<file path="config.mk">
export PLATFORM = sky130hd
export DESIGN_NAME = flash_cmd_decoder
export DESIGN_NICKNAME = d
export VERILOG_FILES = /design/src/hw/flash_cmd_pkg.sv /design/src/hw/flash_cmd_fifo.sv /design/src/hw/flash_cmd_decoder.sv
export VERILOG_INCLUDE_DIRS = /design/src /design/src/hw
export SDC_FILE = /design/constraint.sdc
export NUM_CORES = 1
export LEC_CHECK = 0
export BUFFER_PORTS_ARGS = -buffer_cell sky130_fd_sc_hd__buf_2
export CAP_MARGIN = 40
export CORE_ASPECT_RATIO = 0.5
export CORE_UTILIZATION = 50
export CTS_BUF_LIST = sky130_fd_sc_hd__clkbuf_8 sky130_fd_sc_hd__clkbuf_16
export DETAILED_ROUTE_END_ITERATION = 16
export GPL_ROUTABILITY_DRIVEN = 0
export PLACE_DENSITY = 0.68
export SLEW_MARGIN = 15
export SYNTH_ARGS = -nofsm -noshare
export SYNTH_HDL_FRONTEND = slang
export SYNTH_HIERARCHICAL = 1
export SYNTH_SLANG_ARGS = --single-unit
</file>
<file path="constraint.sdc">
create_clock -name CLOCK -period 3.35 [get_ports CLOCK]
set_clock_uncertainty 0.15 [all_clocks]
set_input_delay 0.67 -clock CLOCK [delete_from_list [all_inputs] [get_ports CLOCK]]
set_output_delay 0.67 -clock CLOCK [all_outputs]
set_load 0.02 [all_outputs]
</file>
<file path="src/hw/flash_cmd_cfg.svh">
/*
 * Timing counts and frame constants for the serial flash opcode decoder.
 * Assumes a 100 MHz system clock; opcodes are plain bytes, not listed here.
 */
`ifndef FLASH_CMD_CFG_SVH
`define FLASH_CMD_CFG_SVH

`define CLK_PERIOD_NS      10
`define RESET_BUSY_US      30
`define RESET_BUSY_CYCLES  ((`RESET_BUSY_US * 1000) / `CLK_PERIOD_NS)
`define ADDR_BYTES_STD     3
`define DTR_FAST_DUMMY_CYC 6
`define DTR_DUAL_DUMMY_CYC 6
`define FIFO_DEPTH_DEF     8

`endif

</file>
<file path="src/hw/flash_cmd_pkg.sv">
/*
 * Types for the serial flash opcode decoder: lane modes, actions, decode record.
 * Assumes the cfg header carries the timing and FIFO constants; most dummy and address counts are literals in the decoder.
 */
package flash_cmd_pkg;

	typedef enum logic [1:0] {
		LANE_SINGLE,
		LANE_DUAL,
		LANE_DTR_SINGLE,
		LANE_DTR_DUAL
	} lane_e;

	typedef enum logic [4:0] {
		ACT_NONE,
		ACT_ARRAY_READ,
		ACT_PAGE_ERASE,
		ACT_SECTOR_ERASE,
		ACT_HALF_BLOCK_ERASE,
		ACT_FULL_BLOCK_ERASE,
		ACT_CHIP_ERASE,
		ACT_PAGE_WRITE,
		ACT_SUSPEND,
		ACT_RESUME,
		ACT_LOCK_ONE,
		ACT_UNLOCK_ONE,
		ACT_LOCK_READ,
		ACT_LOCK_ALL,
		ACT_UNLOCK_ALL,
		ACT_OTP_READ,
		ACT_OTP_WRITE,
		ACT_OTP_ERASE,
		ACT_STATUS_READ,
		ACT_STATUS_WRITE,
		ACT_BUF_WIPE,
		ACT_BUF_FILL,
		ACT_BUF_FETCH,
		ACT_BUF_STORE,
		ACT_BUF_COMMIT,
		ACT_IDENT_READ,
		ACT_DEEP_SLEEP,
		ACT_WAKE,
		ACT_RESET_ARM,
		ACT_RESET
	} action_e;

	typedef struct packed {
		logic       valid;
		logic [7:0] opcode;
		action_e    action;
		lane_e      addr_lane;
		lane_e      data_lane;
		logic [1:0] addr_bytes;
		logic [3:0] dummy_cycles;
		logic       data_in;
		logic       data_out;
		logic       one_byte;
		logic       boundary;
		logic [1:0] sub_sel;
	} decode_s;

	typedef struct packed {
		logic       valid;
		logic       last;
		logic [7:0] data;
	} byte_s;

	typedef struct packed {
		logic        valid;
		action_e     action;
		logic [1:0]  sub_sel;
		logic [23:0] address;
		logic        write_permit_latch;
		logic        vol_wel;
	} event_s;

endpackage : flash_cmd_pkg

</file>
<file path="src/hw/flash_cmd_fifo.sv">
/*
 * Parameterised valid/ready FIFO carrying received data bytes.
 * Assumes a single clock and an active-low asynchronous reset.
 */
`timescale 1ns/10ps
module flash_cmd_fifo #(
	parameter int WIDTH = 9,
	parameter int DEPTH = 8
) (
	input  wire logic             clk,
	input  wire logic             reset_n,
	input  wire logic             in_valid,
	output logic                  in_ready,
	input  wire logic [WIDTH-1:0] in_data,
	output logic                  out_valid,
	input  wire logic             out_ready,
	output logic      [WIDTH-1:0] out_data
);
	localparam int AW = $clog2(DEPTH);

	logic [WIDTH-1:0] mem [DEPTH];
	logic [AW-1:0]    wr_q;
	logic [AW-1:0]    rd_q;
	logic [AW:0]      cnt_q;
	logic             push;
	logic             pop;

	assign in_ready  = (cnt_q != (AW+1)'(DEPTH));
	assign out_valid = (cnt_q != '0);
	assign out_data  = mem[rd_q];
	assign push      = in_valid && in_ready;
	assign pop       = out_valid && out_ready;

	always_ff @(posedge clk or negedge reset_n) begin
		if (!reset_n) begin
			wr_q  <= '0;
			rd_q  <= '0;
			cnt_q <= '0;
		end else begin
			if (push) begin
				wr_q <= (wr_q == AW'(DEPTH - 1)) ? '0 : wr_q + 1'b1;
			end
			if (pop) begin
				rd_q <= (rd_q == AW'(DEPTH - 1)) ? '0 : rd_q + 1'b1;
			end
			cnt_q <= cnt_q + (AW+1)'(push) - (AW+1)'(pop);
		end
	end

	always_ff @(posedge clk) begin
		if (push) begin
			mem[wr_q] <= in_data;
		end
	end
endmodule : flash_cmd_fifo

</file>
<file path="src/hw/flash_cmd_decoder.sv">
/*
 * Serial flash instruction front end: samples the SPI pins, decodes the
 * opcode, walks address/dummy/data phases, drives the output lanes, and
 * reports each accepted instruction, other than ACT_NONE, ACT_RESET_ARM and unarmed ACT_RESET ones, as an event.
 * Assumes SCLK, CS_N and IO pins come from another domain (synchronised here),
 * that SCLK is at most about a tenth of CLOCK, and that the array side answers
 * read bytes on RD_DATA whenever RD_REQ pulses.
 */
`timescale 1ns/10ps
`include "flash_cmd_cfg.svh"

module flash_cmd_decoder
	import flash_cmd_pkg::*;
#(
	parameter int RESET_BUSY_CYC = `RESET_BUSY_CYCLES,
	parameter int FIFO_DEPTH     = `FIFO_DEPTH_DEF
) (
	// System
	input  wire logic                  CLOCK,
	input  wire logic                  RESET_N,
	// SPI pins
	input  wire logic                  SCLK,
	input  wire logic                  CS_N,
	input  wire logic [1:0]            IO_IN,
	output logic      [1:0]            IO_OUT,
	output logic      [1:0]            IO_OE,
	// Read data source
	output logic                       RD_REQ,
	input  wire logic [7:0]            RD_DATA,
	// Received data bytes
	output logic                       WR_VALID,
	input  wire logic                  WR_READY,
	output flash_cmd_pkg::byte_s       WR_BYTE,
	// Instruction events and state
	output flash_cmd_pkg::event_s      EVENT,
	output flash_cmd_pkg::decode_s     DECODE,
	output logic                       WRITE_PERMIT_LATCH,
	output logic                       DEEP_SLEEP,
	output logic                       BUSY
);
	import flash_cmd_pkg::*;

	typedef enum logic [2:0] {
		ST_IDLE, ST_OPCODE, ST_ADDR, ST_DUMMY, ST_DATA, ST_STANDBY
	} phase_e;

	typedef struct packed {
		logic [1:0]  sclk_m, sclk_s, sclk_p;
		logic [1:0]  cs_m, cs_s;
		logic [1:0]  io0_m, io0_s;
		logic [1:0]  io1_m, io1_s;
		phase_e      phase;
		decode_s     dec;
		logic [7:0]  sh;
		logic [3:0]  bits;
		logic [1:0]  abytes;
		logic [23:0] addr;
		logic [3:0]  dcnt;
		logic [7:0]  out_sh;
		logic [3:0]  out_bits;
		logic [1:0]  out_oe;
		logic [1:0]  out_v;
		logic        byte_done;
		logic        rst_armed;
		logic        write_permit_latch;
		logic        vol_wel;
		logic        sleep;
		logic [31:0] busy_cnt;
		event_s      ev;
		byte_s       wb;
		logic        wb_pend;
		logic        rd_req;
	} state_s;

	state_s s_q, s_d;
	logic   fifo_in_ready;
	logic   fifo_out_valid;
	logic [8:0] fifo_out;

	function automatic decode_s decode_op(input logic [7:0] op);
		decode_s d;
		d = '0;
		d.valid = 1'b1;
		d.opcode = op;
		d.addr_lane = LANE_SINGLE;
		d.data_lane = LANE_SINGLE;
		unique case (op)
			8'h03: begin d.action = ACT_ARRAY_READ; d.addr_bytes = 2'd3; d.data_out = 1'b1; end
			8'h0b: begin d.action = ACT_ARRAY_READ; d.addr_bytes = 2'd3; d.dummy_cycles = 4'd8;
				d.data_out = 1'b1; end
			8'h3b: begin d.action = ACT_ARRAY_READ; d.addr_bytes = 2'd3; d.dummy_cycles = 4'd8;
				d.data_out = 1'b1; d.data_lane = LANE_DUAL; end
			8'hbb: begin d.action = ACT_ARRAY_READ; d.addr_bytes = 2'd3; d.dummy_cycles = 4'd4;
				d.addr_lane = LANE_DUAL; d.data_lane = LANE_DUAL; d.data_out = 1'b1; end
			8'h81: begin d.action = ACT_PAGE_ERASE; d.addr_bytes = 2'd3; d.boundary = 1'b1; end
			8'h20: begin d.action = ACT_SECTOR_ERASE; d.addr_bytes = 2'd3; d.boundary = 1'b1; end
			8'h52: begin d.action = ACT_HALF_BLOCK_ERASE; d.addr_bytes = 2'd3; d.boundary = 1'b1; end
			8'hd8: begin d.action = ACT_FULL_BLOCK_ERASE; d.addr_bytes = 2'd3; d.boundary = 1'b1; end
			8'h60, 8'hc7: begin d.action = ACT_CHIP_ERASE; d.boundary = 1'b1; end
			8'h02: begin d.action = ACT_PAGE_WRITE; d.addr_bytes = 2'd3; d.data_in = 1'b1;
				d.boundary = 1'b1; end
			8'h75: begin d.action = ACT_SUSPEND; d.boundary = 1'b1; end
			8'h7a: begin d.action = ACT_RESUME; d.boundary = 1'b1; end
			8'h06: begin d.action = ACT_NONE; d.sub_sel = 2'd1; d.boundary = 1'b1; end
			8'h04: begin d.action = ACT_NONE; d.sub_sel = 2'd2; d.boundary = 1'b1; end
			8'h50: begin d.action = ACT_NONE; d.sub_sel = 2'd3; end
			8'h36: begin d.action = ACT_LOCK_ONE; d.addr_bytes = 2'd3; end
			8'h39: begin d.action = ACT_UNLOCK_ONE; d.addr_bytes = 2'd3; end
			8'h3d: begin d.action = ACT_LOCK_READ; d.addr_bytes = 2'd3; d.data_out = 1'b1; end
			8'h7e: d.action = ACT_LOCK_ALL;
			8'h98: d.action = ACT_UNLOCK_ALL;
			8'h44: begin d.action = ACT_OTP_ERASE; d.addr_bytes = 2'd3; d.boundary = 1'b1; end
			8'h42: begin d.action = ACT_OTP_WRITE; d.addr_bytes = 2'd3; d.data_in = 1'b1;
				d.boundary = 1'b1; end
			8'h48: begin d.action = ACT_OTP_READ; d.addr_bytes = 2'd3; d.dummy_cycles = 4'd8;
				d.data_out = 1'b1; end
			8'h05: begin d.action = ACT_STATUS_READ; d.data_out = 1'b1; d.one_byte = 1'b1; end
			8'h35: begin d.action = ACT_STATUS_READ; d.data_out = 1'b1; d.one_byte = 1'b1;
				d.sub_sel = 2'd1; end
			8'h15: begin d.action = ACT_STATUS_READ; d.data_out = 1'b1; d.one_byte = 1'b1;
				d.sub_sel = 2'd2; end
			8'h01: begin d.action = ACT_STATUS_WRITE; d.data_in = 1'b1; d.one_byte = 1'b1;
				d.boundary = 1'b1; end
			8'h31: begin d.action = ACT_STATUS_WRITE; d.data_in = 1'b1; d.one_byte = 1'b1;
				d.sub_sel = 2'd1; d.boundary = 1'b1; end
			8'h11: begin d.action = ACT_STATUS_WRITE; d.data_in = 1'b1; d.one_byte = 1'b1;
				d.sub_sel = 2'd2; d.boundary = 1'b1; end
			8'h9e: d.action = ACT_BUF_WIPE;
			8'h9a: begin d.action = ACT_BUF_FILL; d.addr_bytes = 2'd3; end
			8'h9c: begin d.action = ACT_BUF_STORE; d.addr_bytes = 2'd3; d.data_in = 1'b1; end
			8'h9b: begin d.action = ACT_BUF_FETCH; d.addr_bytes = 2'd3; d.dummy_cycles = 4'd8;
				d.data_out = 1'b1; end
			8'h9d: begin d.action = ACT_BUF_COMMIT; d.addr_bytes = 2'd3; d.boundary = 1'b1; end
			8'h9f: begin d.action = ACT_IDENT_READ; d.data_out = 1'b1; end
			8'h90: begin d.action = ACT_IDENT_READ; d.addr_bytes = 2'd3; d.data_out = 1'b1;
				d.sub_sel = 2'd1; end
			8'h92: begin d.action = ACT_IDENT_READ; d.addr_bytes = 2'd3; d.dummy_cycles = 4'd8;
				d.data_out = 1'b1; d.data_lane = LANE_DUAL; d.sub_sel = 2'd2; end
			8'hb9: begin d.action = ACT_DEEP_SLEEP; d.boundary = 1'b1; end
			8'hab: begin d.action = ACT_WAKE; d.addr_bytes = 2'd3; d.data_out = 1'b1;
				d.one_byte = 1'b1; end
			8'h0d: begin d.action = ACT_ARRAY_READ; d.addr_bytes = 2'd3; d.data_out = 1'b1;
				d.dummy_cycles = 4'(`DTR_FAST_DUMMY_CYC); d.addr_lane = LANE_DTR_SINGLE;
				d.data_lane = LANE_DTR_SINGLE; end
			8'hbd: begin d.action = ACT_ARRAY_READ; d.addr_bytes = 2'd3; d.data_out = 1'b1;
				d.dummy_cycles = 4'(`DTR_DUAL_DUMMY_CYC); d.addr_lane = LANE_DTR_DUAL;
				d.data_lane = LANE_DTR_DUAL; end
			8'h66: begin d.action = ACT_RESET_ARM; d.boundary = 1'b1; end
			8'h99: begin d.action = ACT_RESET; d.boundary = 1'b1; end
			default: d.valid = 1'b0;
		endcase
		return d;
	endfunction : decode_op

	// Bits moved per sampled edge for a lane mode
	function automatic logic [1:0] lane_bits(input lane_e l);
		return (l == LANE_DUAL || l == LANE_DTR_DUAL) ? 2'd2 : 2'd1;
	endfunction : lane_bits

	function automatic logic is_dtr(input lane_e l);
		return (l == LANE_DTR_SINGLE || l == LANE_DTR_DUAL);
	endfunction : is_dtr

	logic   rise, fall, cs_low, cs_fall, cs_rise;
	logic   in_edge, out_edge;
	lane_e  cur_in_lane;
	decode_s nd;

	always_comb begin
		s_d = s_q;
		nd = '0;
		s_d.sclk_m = {s_q.sclk_m[0], SCLK};
		s_d.sclk_s = {s_q.sclk_s[0], s_q.sclk_m[1]};
		s_d.cs_m   = {s_q.cs_m[0], CS_N};
		s_d.cs_s   = {s_q.cs_s[0], s_q.cs_m[1]};
		s_d.io0_m  = {s_q.io0_m[0], IO_IN[0]};
		s_d.io0_s  = {s_q.io0_s[0], s_q.io0_m[1]};
		s_d.io1_m  = {s_q.io1_m[0], IO_IN[1]};
		s_d.io1_s  = {s_q.io1_s[0], s_q.io1_m[1]};
		rise    = s_q.sclk_s[0] && !s_q.sclk_s[1];
		fall    = !s_q.sclk_s[0] && s_q.sclk_s[1];
		cs_low  = !s_q.cs_s[0];
		cs_fall = !s_q.cs_s[0] && s_q.cs_s[1];
		cs_rise = s_q.cs_s[0] && !s_q.cs_s[1];
		cur_in_lane = (s_q.phase == ST_ADDR) ? s_q.dec.addr_lane : LANE_SINGLE;
		in_edge  = rise || (is_dtr(cur_in_lane) && fall);
		out_edge = fall || (is_dtr(s_q.dec.data_lane) && rise);
		s_d.ev.valid = 1'b0;
		s_d.rd_req = 1'b0;
		if (s_q.wb_pend && fifo_in_ready) begin
			s_d.wb_pend = 1'b0;
		end
		if (s_q.busy_cnt != '0) begin
			s_d.busy_cnt = s_q.busy_cnt - 32'd1;
		end

		if (cs_fall) begin
			s_d.phase = (s_q.busy_cnt != '0) ? ST_STANDBY : ST_OPCODE;
			s_d.bits = '0;
			s_d.byte_done = 1'b0;
			s_d.out_oe = '0;
			// A read cut mid-byte must not leak its shifter into the next frame
			s_d.out_bits = '0;
		end else if (!cs_low) begin
			// Deselect ends a frame; boundary-checked opcodes only execute here
			if (cs_rise && s_q.dec.valid && s_q.phase != ST_STANDBY) begin
				if (!s_q.dec.boundary || (s_q.bits == 4'd0 && s_q.byte_done)) begin
					if (s_q.dec.action != ACT_RESET_ARM) begin
						s_d.rst_armed = 1'b0;
					end
					unique case (s_q.dec.action)
						ACT_NONE: begin
							if (s_q.dec.sub_sel == 2'd1) s_d.write_permit_latch = 1'b1;
							if (s_q.dec.sub_sel == 2'd2) s_d.write_permit_latch = 1'b0;
							if (s_q.dec.sub_sel == 2'd3) s_d.vol_wel = 1'b1;
						end
						ACT_RESET_ARM: s_d.rst_armed = 1'b1;
						ACT_RESET: begin
							if (s_q.rst_armed) begin
								s_d.busy_cnt = 32'(RESET_BUSY_CYC);
								s_d.write_permit_latch = 1'b0;
								s_d.vol_wel = 1'b0;
								s_d.sleep = 1'b0;
							end
						end
						ACT_DEEP_SLEEP: s_d.sleep = 1'b1;
						ACT_WAKE: s_d.sleep = 1'b0;
						default: ;
					endcase
					if (s_q.dec.action != ACT_NONE && s_q.dec.action != ACT_RESET_ARM
						&& !(s_q.dec.action == ACT_RESET && !s_q.rst_armed)) begin
						s_d.ev = '{1'b1, s_q.dec.action, s_q.dec.sub_sel, s_q.addr,
							s_q.write_permit_latch, s_q.vol_wel};
						if (s_q.dec.boundary && s_q.dec.action != ACT_SUSPEND
							&& s_q.dec.action != ACT_RESUME
							&& s_q.dec.action != ACT_DEEP_SLEEP) begin
							s_d.write_permit_latch = 1'b0;
						end
					end
				end else begin
					s_d.rst_armed = 1'b0;
				end
			end
			s_d.phase = ST_IDLE;
			s_d.out_oe = '0;
			s_d.dec.valid = 1'b0;
		end else if (in_edge && s_q.phase inside {ST_OPCODE, ST_ADDR, ST_DUMMY}
			|| (rise && s_q.phase == ST_DATA && !s_q.dec.data_out)) begin
			// Shift in, MSB first; bare opcodes keep counting so a ragged deselect is seen
			if (lane_bits(cur_in_lane) == 2'd2) begin
				s_d.sh = {s_q.sh[5:0], s_q.io1_s[1], s_q.io0_s[1]};
				s_d.bits = s_q.bits + 4'd2;
			end else begin
				s_d.sh = {s_q.sh[6:0], s_q.io0_s[1]};
				s_d.bits = s_q.bits + 4'd1;
			end
			s_d.byte_done = 1'b0;
			if (s_q.phase == ST_DUMMY) begin
				s_d.bits = '0;
				s_d.dcnt = s_q.dcnt - 4'd1;
				if (s_q.dcnt == 4'd1) begin
					s_d.phase = ST_DATA;
					s_d.rd_req = 1'b1;
				end
			end else if (s_d.bits == 4'd8) begin
				s_d.bits = '0;
				s_d.byte_done = 1'b1;
				unique case (s_q.phase)
					ST_OPCODE: begin
						nd = decode_op(s_d.sh);
						if (s_q.sleep && s_d.sh != 8'hab) nd.valid = 1'b0;
						s_d.dec = nd;
						s_d.abytes = nd.addr_bytes;
						s_d.dcnt = nd.dummy_cycles;
						if (!nd.valid) s_d.phase = ST_STANDBY;
						else if (nd.addr_bytes != 2'd0) s_d.phase = ST_ADDR;
						else if (nd.data_in || nd.data_out) begin
							s_d.phase = ST_DATA;
							s_d.rd_req = nd.data_out;
						end else s_d.phase = ST_DATA;
					end
					ST_ADDR: begin
						s_d.addr = {s_q.addr[15:0], s_d.sh};
						s_d.abytes = s_q.abytes - 2'd1;
						if (s_q.abytes == 2'd1) begin
							s_d.phase = (s_q.dcnt != '0) ? ST_DUMMY : ST_DATA;
							s_d.rd_req = (s_q.dcnt == '0) && s_q.dec.data_out;
						end
					end
					default: if (s_q.dec.data_in) begin
						s_d.wb = '{1'b1, s_q.dec.one_byte, s_d.sh};
						s_d.wb_pend = 1'b1;
						if (s_q.dec.one_byte) s_d.dec.data_in = 1'b0;
					end
				endcase
			end
		end else if (out_edge && s_q.phase == ST_DATA && s_q.dec.data_out) begin
			// Output shifts on falling edges, and on both edges in DTR modes, MSB first
			if (s_q.out_bits == 4'd0) begin
				s_d.out_sh = RD_DATA;
				s_d.out_bits = 4'd8;
				s_d.rd_req = !s_q.dec.one_byte;
			end
			if (s_q.out_bits == 4'd0 && s_q.out_oe != '0 && s_q.dec.one_byte) begin
				s_d.out_oe = s_q.out_oe;
			end else if (lane_bits(s_q.dec.data_lane) == 2'd2) begin
				s_d.out_v = (s_q.out_bits == 4'd0) ? RD_DATA[7:6] : s_q.out_sh[7:6];
				s_d.out_sh = ((s_q.out_bits == 4'd0) ? RD_DATA : s_q.out_sh) << 2;
				s_d.out_bits = ((s_q.out_bits == 4'd0) ? 4'd8 : s_q.out_bits) - 4'd2;
				s_d.out_oe = 2'b11;
			end else begin
				s_d.out_v = {(s_q.out_bits == 4'd0) ? RD_DATA[7] : s_q.out_sh[7], 1'b0};
				s_d.out_sh = ((s_q.out_bits == 4'd0) ? RD_DATA : s_q.out_sh) << 1;
				s_d.out_bits = ((s_q.out_bits == 4'd0) ? 4'd8 : s_q.out_bits) - 4'd1;
				s_d.out_oe = 2'b10;
			end
		end
	end

	always_ff @(posedge CLOCK or negedge RESET_N) begin
		if (!RESET_N) begin
			s_q <= '0;
			s_q.sclk_m <= 2'b00;
			s_q.cs_m <= 2'b11;
			s_q.cs_s <= 2'b11;
		end else begin
			s_q <= s_d;
		end
	end

	// Data bytes queue here so the consumer can stall for up to FIFO_DEPTH bytes without losing SPI bytes
	flash_cmd_fifo #(
		.WIDTH (9),
		.DEPTH (FIFO_DEPTH)
	) u_wr_fifo (
		.clk       (CLOCK),
		.reset_n   (RESET_N),
		.in_valid  (s_q.wb_pend),
		.in_ready  (fifo_in_ready),
		.in_data   ({s_q.wb.last, s_q.wb.data}),
		.out_valid (fifo_out_valid),
		.out_ready (WR_READY),
		.out_data  (fifo_out)
	);

	assign WR_VALID = fifo_out_valid;
	assign WR_BYTE  = '{fifo_out_valid, fifo_out[8], fifo_out[7:0]};
	// Single lane drives IO1 (SO); dual drives both, IO1 carries the high bit
	assign IO_OUT   = {s_q.out_v[1], s_q.out_v[0]};
	assign IO_OE    = s_q.out_oe;
	assign RD_REQ   = s_q.rd_req;
	assign EVENT    = s_q.ev;
	assign DECODE   = s_q.dec;
	assign WRITE_PERMIT_LATCH = s_q.write_permit_latch;
	assign DEEP_SLEEP = s_q.sleep;
	assign BUSY     = (s_q.busy_cnt != '0);
endmodule : flash_cmd_decoder

</file>
# After elaboration in Yosys (flattened, before gate mapping)

Memory sizes are Yosys's and may differ from the RTL's.
Index checks and enable logic that the tools add are counted.

Bits in latches: 0
Bits in read-only memories: 0
Memory bits (writable): 72
Output and inout bits: 83
Register bits after elaboration: 200
Bits of input ports: 15
Word-level logic and storage cells: 394
Memories: 1

Eq/ne operators: 87
Reductions and logical operators: 105
Div/mod/pow operators: 0
Add/subtract/negate cells: 11
Shift operators: 0
Bitwise gates (word level): 7
Order comparisons: 0
Mux-type cells: 133
Multipliers: 0

Memories:

| memory        | depth | bits a word | read ports | clocked after memory_dff | wr ports | line                 | text |
|---|---|---|---|---|---|---|---|
| u_wr_fifo.mem | 8     | 9           | 1          | 0                        | 1        | flash_cmd_fifo.sv:21 | `logic [WIDTH-1:0] mem [DEPTH];` |

Operators by type and width:

| operator                                             | number |
|---|---|
| 2-to-1 mux 66 bit                                    | 3 |
| case mux 5 bit (29 select lines)                     | 1 |
| equality test 8 bit (second input constant)          | 17 |
| 2-to-1 mux 12 bit                                    | 8 |
| equality test 8 x 7 -> 1 bit (second input constant) | 10 |
| 2-to-1 mux 78 bit                                    | 1 |
| 2-to-1 mux 75 bit                                    | 1 |
| 2-to-1 mux 34 bit                                    | 2 |
| 2-to-1 mux 32 bit                                    | 2 |
| equality test 8 x 6 -> 1 bit (second input constant) | 7 |
| 2-to-1 mux 1 bit                                     | 52 |
| 2-to-1 mux 16 bit                                    | 3 |
| 2-to-1 mux 24 bit                                    | 2 |
| 2-to-1 mux 4 bit                                     | 12 |
| 2-to-1 mux 46 bit                                    | 1 |
| 2-to-1 mux 11 bit                                    | 4 |
| OR reduction 44 bit                                  | 1 |
| 2-to-1 mux 35 bit                                    | 1 |
| 2-to-1 mux 33 bit                                    | 1 |
| nonzero test 32 bit                                  | 1 |
| subtractor 32 x 1 -> 32 bit (second input constant)  | 1 |
| 2-to-1 mux 3 bit                                     | 10 |
| 2-to-1 mux 30 bit                                    | 1 |
| AND reduction 5 bit                                  | 6 |
| 66 further kinds                                     | 195 |

# Depth between registers and ports, before layout

Gate-level depths: netlist (run 1).

Depth in word-level cells: 30
Gate-level depth with buffers: 12
Depth with buffers taken out: 11

# Hierarchy

The synthesis (run 1) kept the hierarchy.

By module, submodules not included:

| module            | cells each | area an instance (sq um) | seq. area each (sq um) | instances |
|---|---|---|---|---|
| flash_cmd_decoder | 1146       | 10824.1                  | 4659.5                 | 1 |
| flash_cmd_fifo    | 161        | 3390.8                   | 2412.3                 | 1 |

# Worst setup path after synthesis (run 1)

No wires, ideal clock.

Kind: flip-flop to output port
Start point: register s_q[69] (netlist bit)
End point: output BUSY
Required time: 2.530 ns
Cell stages (with the launch flop): 6
Path slack: 0.612 ns
Path buffers: 0
Data arrival time: 1.918 ns
Cell sequence: dfrtp_1 or4_1 nor4_4 nand4_1 nor2_1 inv_1

Longest elaborated chain between the ends: 1

Ends and longest elaborated chain:

| element             | line                     | text |
|---|---|---|
| from (decl)         | flash_cmd_decoder.sv:75  | `state_s s_q, s_d;` |
| nonzero test 32 bit | flash_cmd_decoder.sv:356 | `assign BUSY = (s_q.busy_cnt != '0);` |
| to (decl)           | flash_cmd_decoder.sv:39  | `output logic BUSY` |

No other way between the ends.

# Worst setup path in the final report (run 1)

Ends and elaborated chain as after synthesis.

==> results of run 1 <==
==> layout by cell type, fill, tap and decap left out, types with 14 or more instances in the layout <==
cell and instances:
o21ai_0 74, inv_1 39, nor3_1 46, buf_4 51, xor2_1 23, nand2_1 111, mux2_1 14, nor2_1 110
mux4_1 17, nand3_1 16, nand2b_1 20, a21oi_1 52, mux2i_1 28, nor2b_1 20, clkbuf_16 27, edfxtp_1 72
dfrtp_1 192, mux2_2 55, buf_2 97, ha_1 21, nor4_1 21
==> cell type report <==
class                   count  share of cell area, %
clock buffers              29                  4.497
clock inverters            17                 0.9362
inverters                  31                 0.7442
multi-input cells         864                  39.32
flip-flops and latches    268                  45.23
well taps                 382                  3.057
repair buffers            154                  6.218
==> worst max-delay path by stage <==
stage                                    start               end  cells after the start
after floorplan              s_q[69]$_DFF_PN0_              BUSY                      5
after global placement    s_q[172]$_DFFE_PN0P_  RD_REQ$_DFF_PN0_                      8
after CTS                    s_q[68]$_DFF_PN0_              BUSY                      6
after detailed placement  s_q[172]$_DFFE_PN0P_  RD_REQ$_DFF_PN0_                      8
final                        s_q[69]$_DFF_PN0_              BUSY                      6
after global routing         s_q[69]$_DFF_PN0_              BUSY                      6
==> routing by layer <==
metal | vias to the layer above | share of wire, % | wire length, µm
met5 | - | 0 | 0
met4 | 0 | 3.0 | 1027
met3 | 92 | 6.0 | 2037
met2 | 365 | 47 | 15880
met1 | 5148 | 44 | 14950
li1 | 4753 | - | -
==> state kept, by name, summed over array words and instances, names as in the netlist <==
| register | cells |
|---|---|
| DECODE | 28 |
| DEEP_SLEEP | 1 |
| WRITE_PERMIT_LATCH | 1 |
| u_wr_fifo/rd_q | 3 |
| u_wr_fifo/cnt_q | 4 |
| IO_OE | 2 |
| u_wr_fifo/wr_q | 3 |
| EVENT | 34 |
| s_q | 105 |
| s_d | 12 |
| u_wr_fifo/mem | 72 |
| IO_OUT | 2 |
| RD_REQ | 1 |
==> metrics by stage <==
stage	TNS, ns	cell area, µm²	setup slack, ns	total power, mW
final	0	15640	0.1177	8.569
after global routing	-0.02413	15640	-0.02413	8.942
after CTS	0	15610	0.001685	8.591
after detailed placement	0	14750	0.2693	5.660
after global placement	0	14740	0.3323	5.623
after floorplan	0	14210	0.6119	5.032
==> power by group <==
group / internal, mW / switching [mW]
Combinational: 0.769 / 1.13
Clock: 1.67 / 1.24
Sequential: 3.44 / 0.326
==> timing repair <==
action,4_1_cts,5_1_grt
resized for setup,0,4
hold buffers,1,0
pin swaps,1,1
buffers inserted,1,1
endpoints found under the hold margin,55,0
endpoints found under the setup margin,1,2
==> cell families after synthesis <==
family | after synthesis
other cells | 1
simple gates | 463
compound gates | 229
mux | 117
buf+inv | 175
fa+ha+maj | 22
xor+xnor | 32
flops | 268
==> critical path, stage by stage (launching register included) <==
cell and delay, ns:
dfrtp_1 0.39, or4_4 0.58, nor4_4 0.27, nand4_1 0.21, nor2_2 0.14, inv_1 0.09
buf_2 0.17
==> results.ini, run 1 <==
[floorplan]
die-height_um = 121.2
core_um2 = 27820
die_w_um = 240.5
ios = 98
rows = 43
die_area_um2 = 29150
initial_core_util_pct = 51.10

[power_and_ir_drop]
power_density_nw_per_um2 = 548.0
ir_drop_mv = 0.3891
p_leak_nw = 6.772

[synth]
ys_ff_latch = 268
synth_compound_area_share_pct = 10.43
syn_nets = 1344
synth_top_area_share_pct = 33.80
synth_most_common_cell = dfrtp_1
yosysTopAreaCell = dfrtp_1
synth_edf_count = 72
synth_cells = 1307
async_flop_share_pct = 73.13
syn_area_um2 = 14210
synth_area_leaders = dfrtp_1 (34%), edfxtp_1 (15%), mux2_2 (4.4%)
synth_top_family_by_area = simple AND/OR/NAND/NOR gates
yosys_warnings = 6
synthAdderAreaFrac_pct = 1.989
synth_commonest_cells = dfrtp_1 (192), nor2_1 (112), nand2_1 (111)
yosys.area_share.simple_pct = 17.67
ys.flop_type = dfrtp_1
avgSynthCellArea_um2 = 10.88
yosysUniqueCellTypes = 95
ys_seq_area_share_pct = 49.75
synthMuxAreaShare_pct = 11.00
synthXorXnorAreaFrac_pct = 1.972

[sta]
maxSlewViolCount = 0
setup_viol = 0
min_period_over_period_pct = 96.49
whs_ns = 0.07983
max_slew_margin_pct = 44.96
fmax_mhz = 309.4
rsz0062_at_grt = yes
fin_crit_ns = 3.232
worst_pin_slew_ns = 0.8256
hold_violations = 0

[worst_setup_path]
end_kind = primary output
worstPathRequired_ns = 2.53
setup.worst_path.start_class = register
ff2ff_path_depth = 8
crit_path_max_fanout = 4
critPathArrivalTime_ns = 2.41
reg2reg_slack_ns = 0.17
crit_type = register to primary output
reg2reg_to = RD_REQ$_DFF_PN0_
r2r_start = s_q[172]$_DFFE_PN0P_

[min_path]
min_to = s_d[185]$_DFF_PN1_
min_path_cells = 1
min_from = CS_N
worstHoldPathType = primary input to register

[cts]
clockBufferDepth = 3
cts_inserted_buffers = 25
clk_pin_slew_worst_paths_ns = 0.07
h-tree-depth = 1
root_buffer = clkbuf_16
clock_latency_ns = 0.55
tritoncts = done
cts_num_sinks = 268

[drt]
wl_per_cell_um = 19.42
wl_um = 33890
ant_nets = 0
post-route-drc-count = 0
firstDrtPassIters = 6
vias = 10360
drtIter0Drc = 1086
routed_via_density = 5.936

[status]
status = finished, final reports clean

[grt]
grt_antenna_before_repair = 0
grt_pass1_vias = 10220
grt_use_met1_pct = 32.21
grt_max_degree = 72
grt_overflow = 0
grt_pass1_wl_um = 54370
track_usage_pct = 23.78
grt.met2_usage_pct = 38.74
use_met3_pct = 4.299
grt_busiest_layer = met2

[layout]
fillers = 2280
seqCellArea_um2 = 7072
drive_above_1_share_pct = 20.76
fin_cells = 1745
fin_util_pct = 56.21
num_antenna_cells = 0
nets = 1381
area_growth_pct = 9.999
multi_input_area_um2 = 6148

[place]
place_inst = 1696
dp_hpwl_um = 23820
io_buffers = 96

[run]
max-cap-violations = 0

Power figures use the tool's default switching activity.
==> run 2: changes to the inputs <==
- PLACE_DENSITY: 0.68 -> 0.71
- clock period: 3.35 -> 2.95 ns (I/O delays scaled with it)
==> run 2 against run 1 <==
  * The run now ends with negative setup slack left
  * Final cell count increased by 2.2%
  * Critical path depth unchanged
  * Clock-buffer cell count decreased by 1
  * Worst setup slack got worse by 0.17 ns
  * Flip-flop and latch count unchanged
  * Register-to-register slack got worse by 0.03 ns
  * Total power increased by 18%
  * Routed wire length increased by 1.2%
  * Global-route usage decreased by 0.34 points
  * Clock power increased by 14%
  * First-iteration DRC count increased by 2.9%
  * Combinational power increased by 35%
  * Highest routed layer unchanged
==> results.ini, run 2 (synthesized netlist as in run 1, its figures left out) <==
[status]
status = finished, violations left
violations = negative setup slack

[worst_setup_path]
crit_path_max_fanout = 4  ; unchanged
critPathArrivalTime_ns = 2.26  ; -0.15 ns
worstPathRequired_ns = 2.21  ; -0.32 ns
crit_type = register to primary output
end_kind = primary output
setup.worst_path.start_class = register

[power_and_ir_drop]
power_mw = 10.08  ; +18%
ir_drop_mv = 0.4036  ; +3.7%
power_density_nw_per_um2 = 627.7  ; +15%
clockPowerShare_pct = 32.8  ; -1.1 points
netSwitchingFraction_pct = 31.53  ; +0.12 points
p_int_mw = 6.902  ; +17%
switchingPower_mw = 3.178  ; +18%
pwr-share-comb_pct = 25.4  ; +3.3 points
pwr-share-seq_pct = 41.8  ; -2.2 points
p_leak_nw = 7.033  ; +3.8%

[layout]
seqCellArea_um2 = 7076  ; about the same
area_growth_pct = 12.97
fillers = 2264  ; -0.70%
num_antenna_cells = 0  ; unchanged
multi_input_area_um2 = 6142  ; -0.10%
fin_cells = 1784  ; +2.2%
largest_register = s_q
final_common_cell = dfrtp_1
drive_above_1_share_pct = 24.82  ; +4.1 points
largest_reg_flops = 105  ; unchanged
nets = 1420  ; +2.8%
final_cell_mix = dfrtp_1 (189), nand2_1 (111), nor2_1 (109), buf_2 (88), buf_4 (86)

[sta]
maxSlewViolCount = 0  ; unchanged
fin_ws_ns = -0.05389  ; -0.1716 ns
min_period_over_period_pct = 101.8
setup_viol = 1  ; +1
fin_crit_ns = 3.004
fmax_mhz = 332.9
worst_pin_slew_ns = 0.7095  ; -0.1161 ns
hold_violations = 0  ; unchanged
max_slew_margin_pct = 52.10  ; +7.1 points
rsz0062_at_grt = yes

[grt]
grt_pass1_wl_um = 53850  ; -0.94%
grt_overflow = 0  ; unchanged
grt_pass1_vias = 10120  ; -1.0%
grt_max_degree = 57  ; -21%
grt_antenna_before_repair = 0  ; unchanged
track_usage_pct = 23.44  ; -0.34 points

[cts]
root_buffer = clkbuf_16
clockBufferDepth = 3  ; unchanged
cts_num_sinks = 268  ; unchanged
clock_latency_ns = 0.55  ; about the same
tritoncts = done
h-tree-depth = 1  ; unchanged
clk_pin_slew_worst_paths_ns = 0.06  ; about the same
cts_inserted_buffers = 25  ; unchanged

[floorplan]
core_um2 = 27820  ; unchanged
ios = 98  ; unchanged
die-height_um = 121.2  ; unchanged
die_w_um = 240.5  ; unchanged
rows = 43  ; unchanged
die_area_um2 = 29150  ; unchanged
initial_core_util_pct = 51.10  ; unchanged

[run]
max-cap-violations = 0  ; unchanged

[drt]
wl_per_cell_um = 19.23  ; -0.99%
ant_nets = 0  ; unchanged
drtIter0Drc = 1117  ; +2.9%
post-route-drc-count = 0  ; unchanged
vias = 10520  ; +1.5%
wl_um = 34310  ; +1.2%
firstDrtPassIters = 6  ; unchanged
routed_via_density = 5.895  ; -0.68%

[place]
place_inst = 1727  ; +1.8%
dp_hpwl_um = 23830  ; about the same
io_buffers = 96  ; unchanged

[min_path]
worstHoldPathType = primary input to register

==> run 2: layout make-up <==
type	instances	share of cell area (%)
well taps	382	2.976
inverters	31	0.7246
repair buffers	193	8.688
clock buffers	28	4.293
multi-input cells	864	38.25
clock inverters	18	1.005
flip-flops and latches	268	44.06
==> run 2: path summary, 6_finish.rpt <==
path / slack [ns] / end / depth (start not counted) / from
setup / recovery: -0.05 / BUSY / 6 / s_q[66]$_DFF_PN0_
hold / removal: 0.17 / s_q[91]$_DFFE_PN0P_ / 3 / RD_DATA[0]
setup reg to reg: 0.14 / RD_REQ$_DFF_PN0_ / 9 / s_q[171]$_DFFE_PN0P_
hold reg to reg: 0.18 / s_d[175]$_DFF_PN0_ / 0 / s_d[174]$_DFF_PN0_
max in group asynchronous: 1.47 / s_q[131]$_DFFE_PN0P_ / 3 / RESET_N
min in group asynchronous: 0.42 / s_q[74]$_DFF_PN0_ / 2 / RESET_N
==> run 2: layer usage <==
layer	vias up	track usage [%]	part of all wire, %
met5	-	0	0
met4	0	9.395	3.7
met3	113	4.413	7.0
met2	437	37.34	46
met1	5149	31.71	43
li1	4818	-	-
==> run 2: metrics by stage <==
step / TNS [ns] / utilization, % / area (µm²) / hold WS (ns) / setup WS (ns)
after floorplan: 0 / - / 14210 / 0.1444 / 0.2919
after global placement: 0 / 54.02 / 15030 / 0.1820 / 0.1878
after detailed placement: 0 / 54.03 / 15030 / 0.1858 / 0.1190
after CTS: -0.1436 / 57.40 / 15970 / 0.1420 / -0.1436
after global routing: -0.2260 / 57.73 / 16060 / 0.1663 / -0.1713
final: -0.05389 / 57.73 / 16060 / 0.1697 / -0.05389
==> run 2: power groups by stage <==
| stage | Clock (mW) | Sequential (mW) | Combinational (mW) |
|---|---|---|---|
| 6_report | 3.31 | 4.21 | 2.56 |
| 4_1_cts | 3.40 | 4.18 | 2.37 |
| 2_1_floorplan | 0 | 4.07 | 1.65 |
| 3_3_place_gp | 0 | 4.24 | 2.29 |
| 5_1_grt | 3.53 | 4.24 | 2.74 |
| 3_5_place_dp | 0 | 4.24 | 2.33 |
==> run 2: what timing repair did <==
item / 4_1_cts / 5_1_grt
buffers inserted: 2 / 2
gates cloned: 0 / 2
endpoints found under the hold margin: 56 / 0
pin swaps: 2 / 1
gates resized for setup: 6 / 42
endpoints found under the setup margin: 10 / 21
hold buffers: 5 / 0
==> run 2: critical path: stages, from the launching register on <==
cell and delay [ns]:
dfrtp_1 0.43, or4_4 0.54, nor4_4 0.20, nand4_1 0.19, nor2_2 0.16, inv_2 0.07, buf_6 0.13
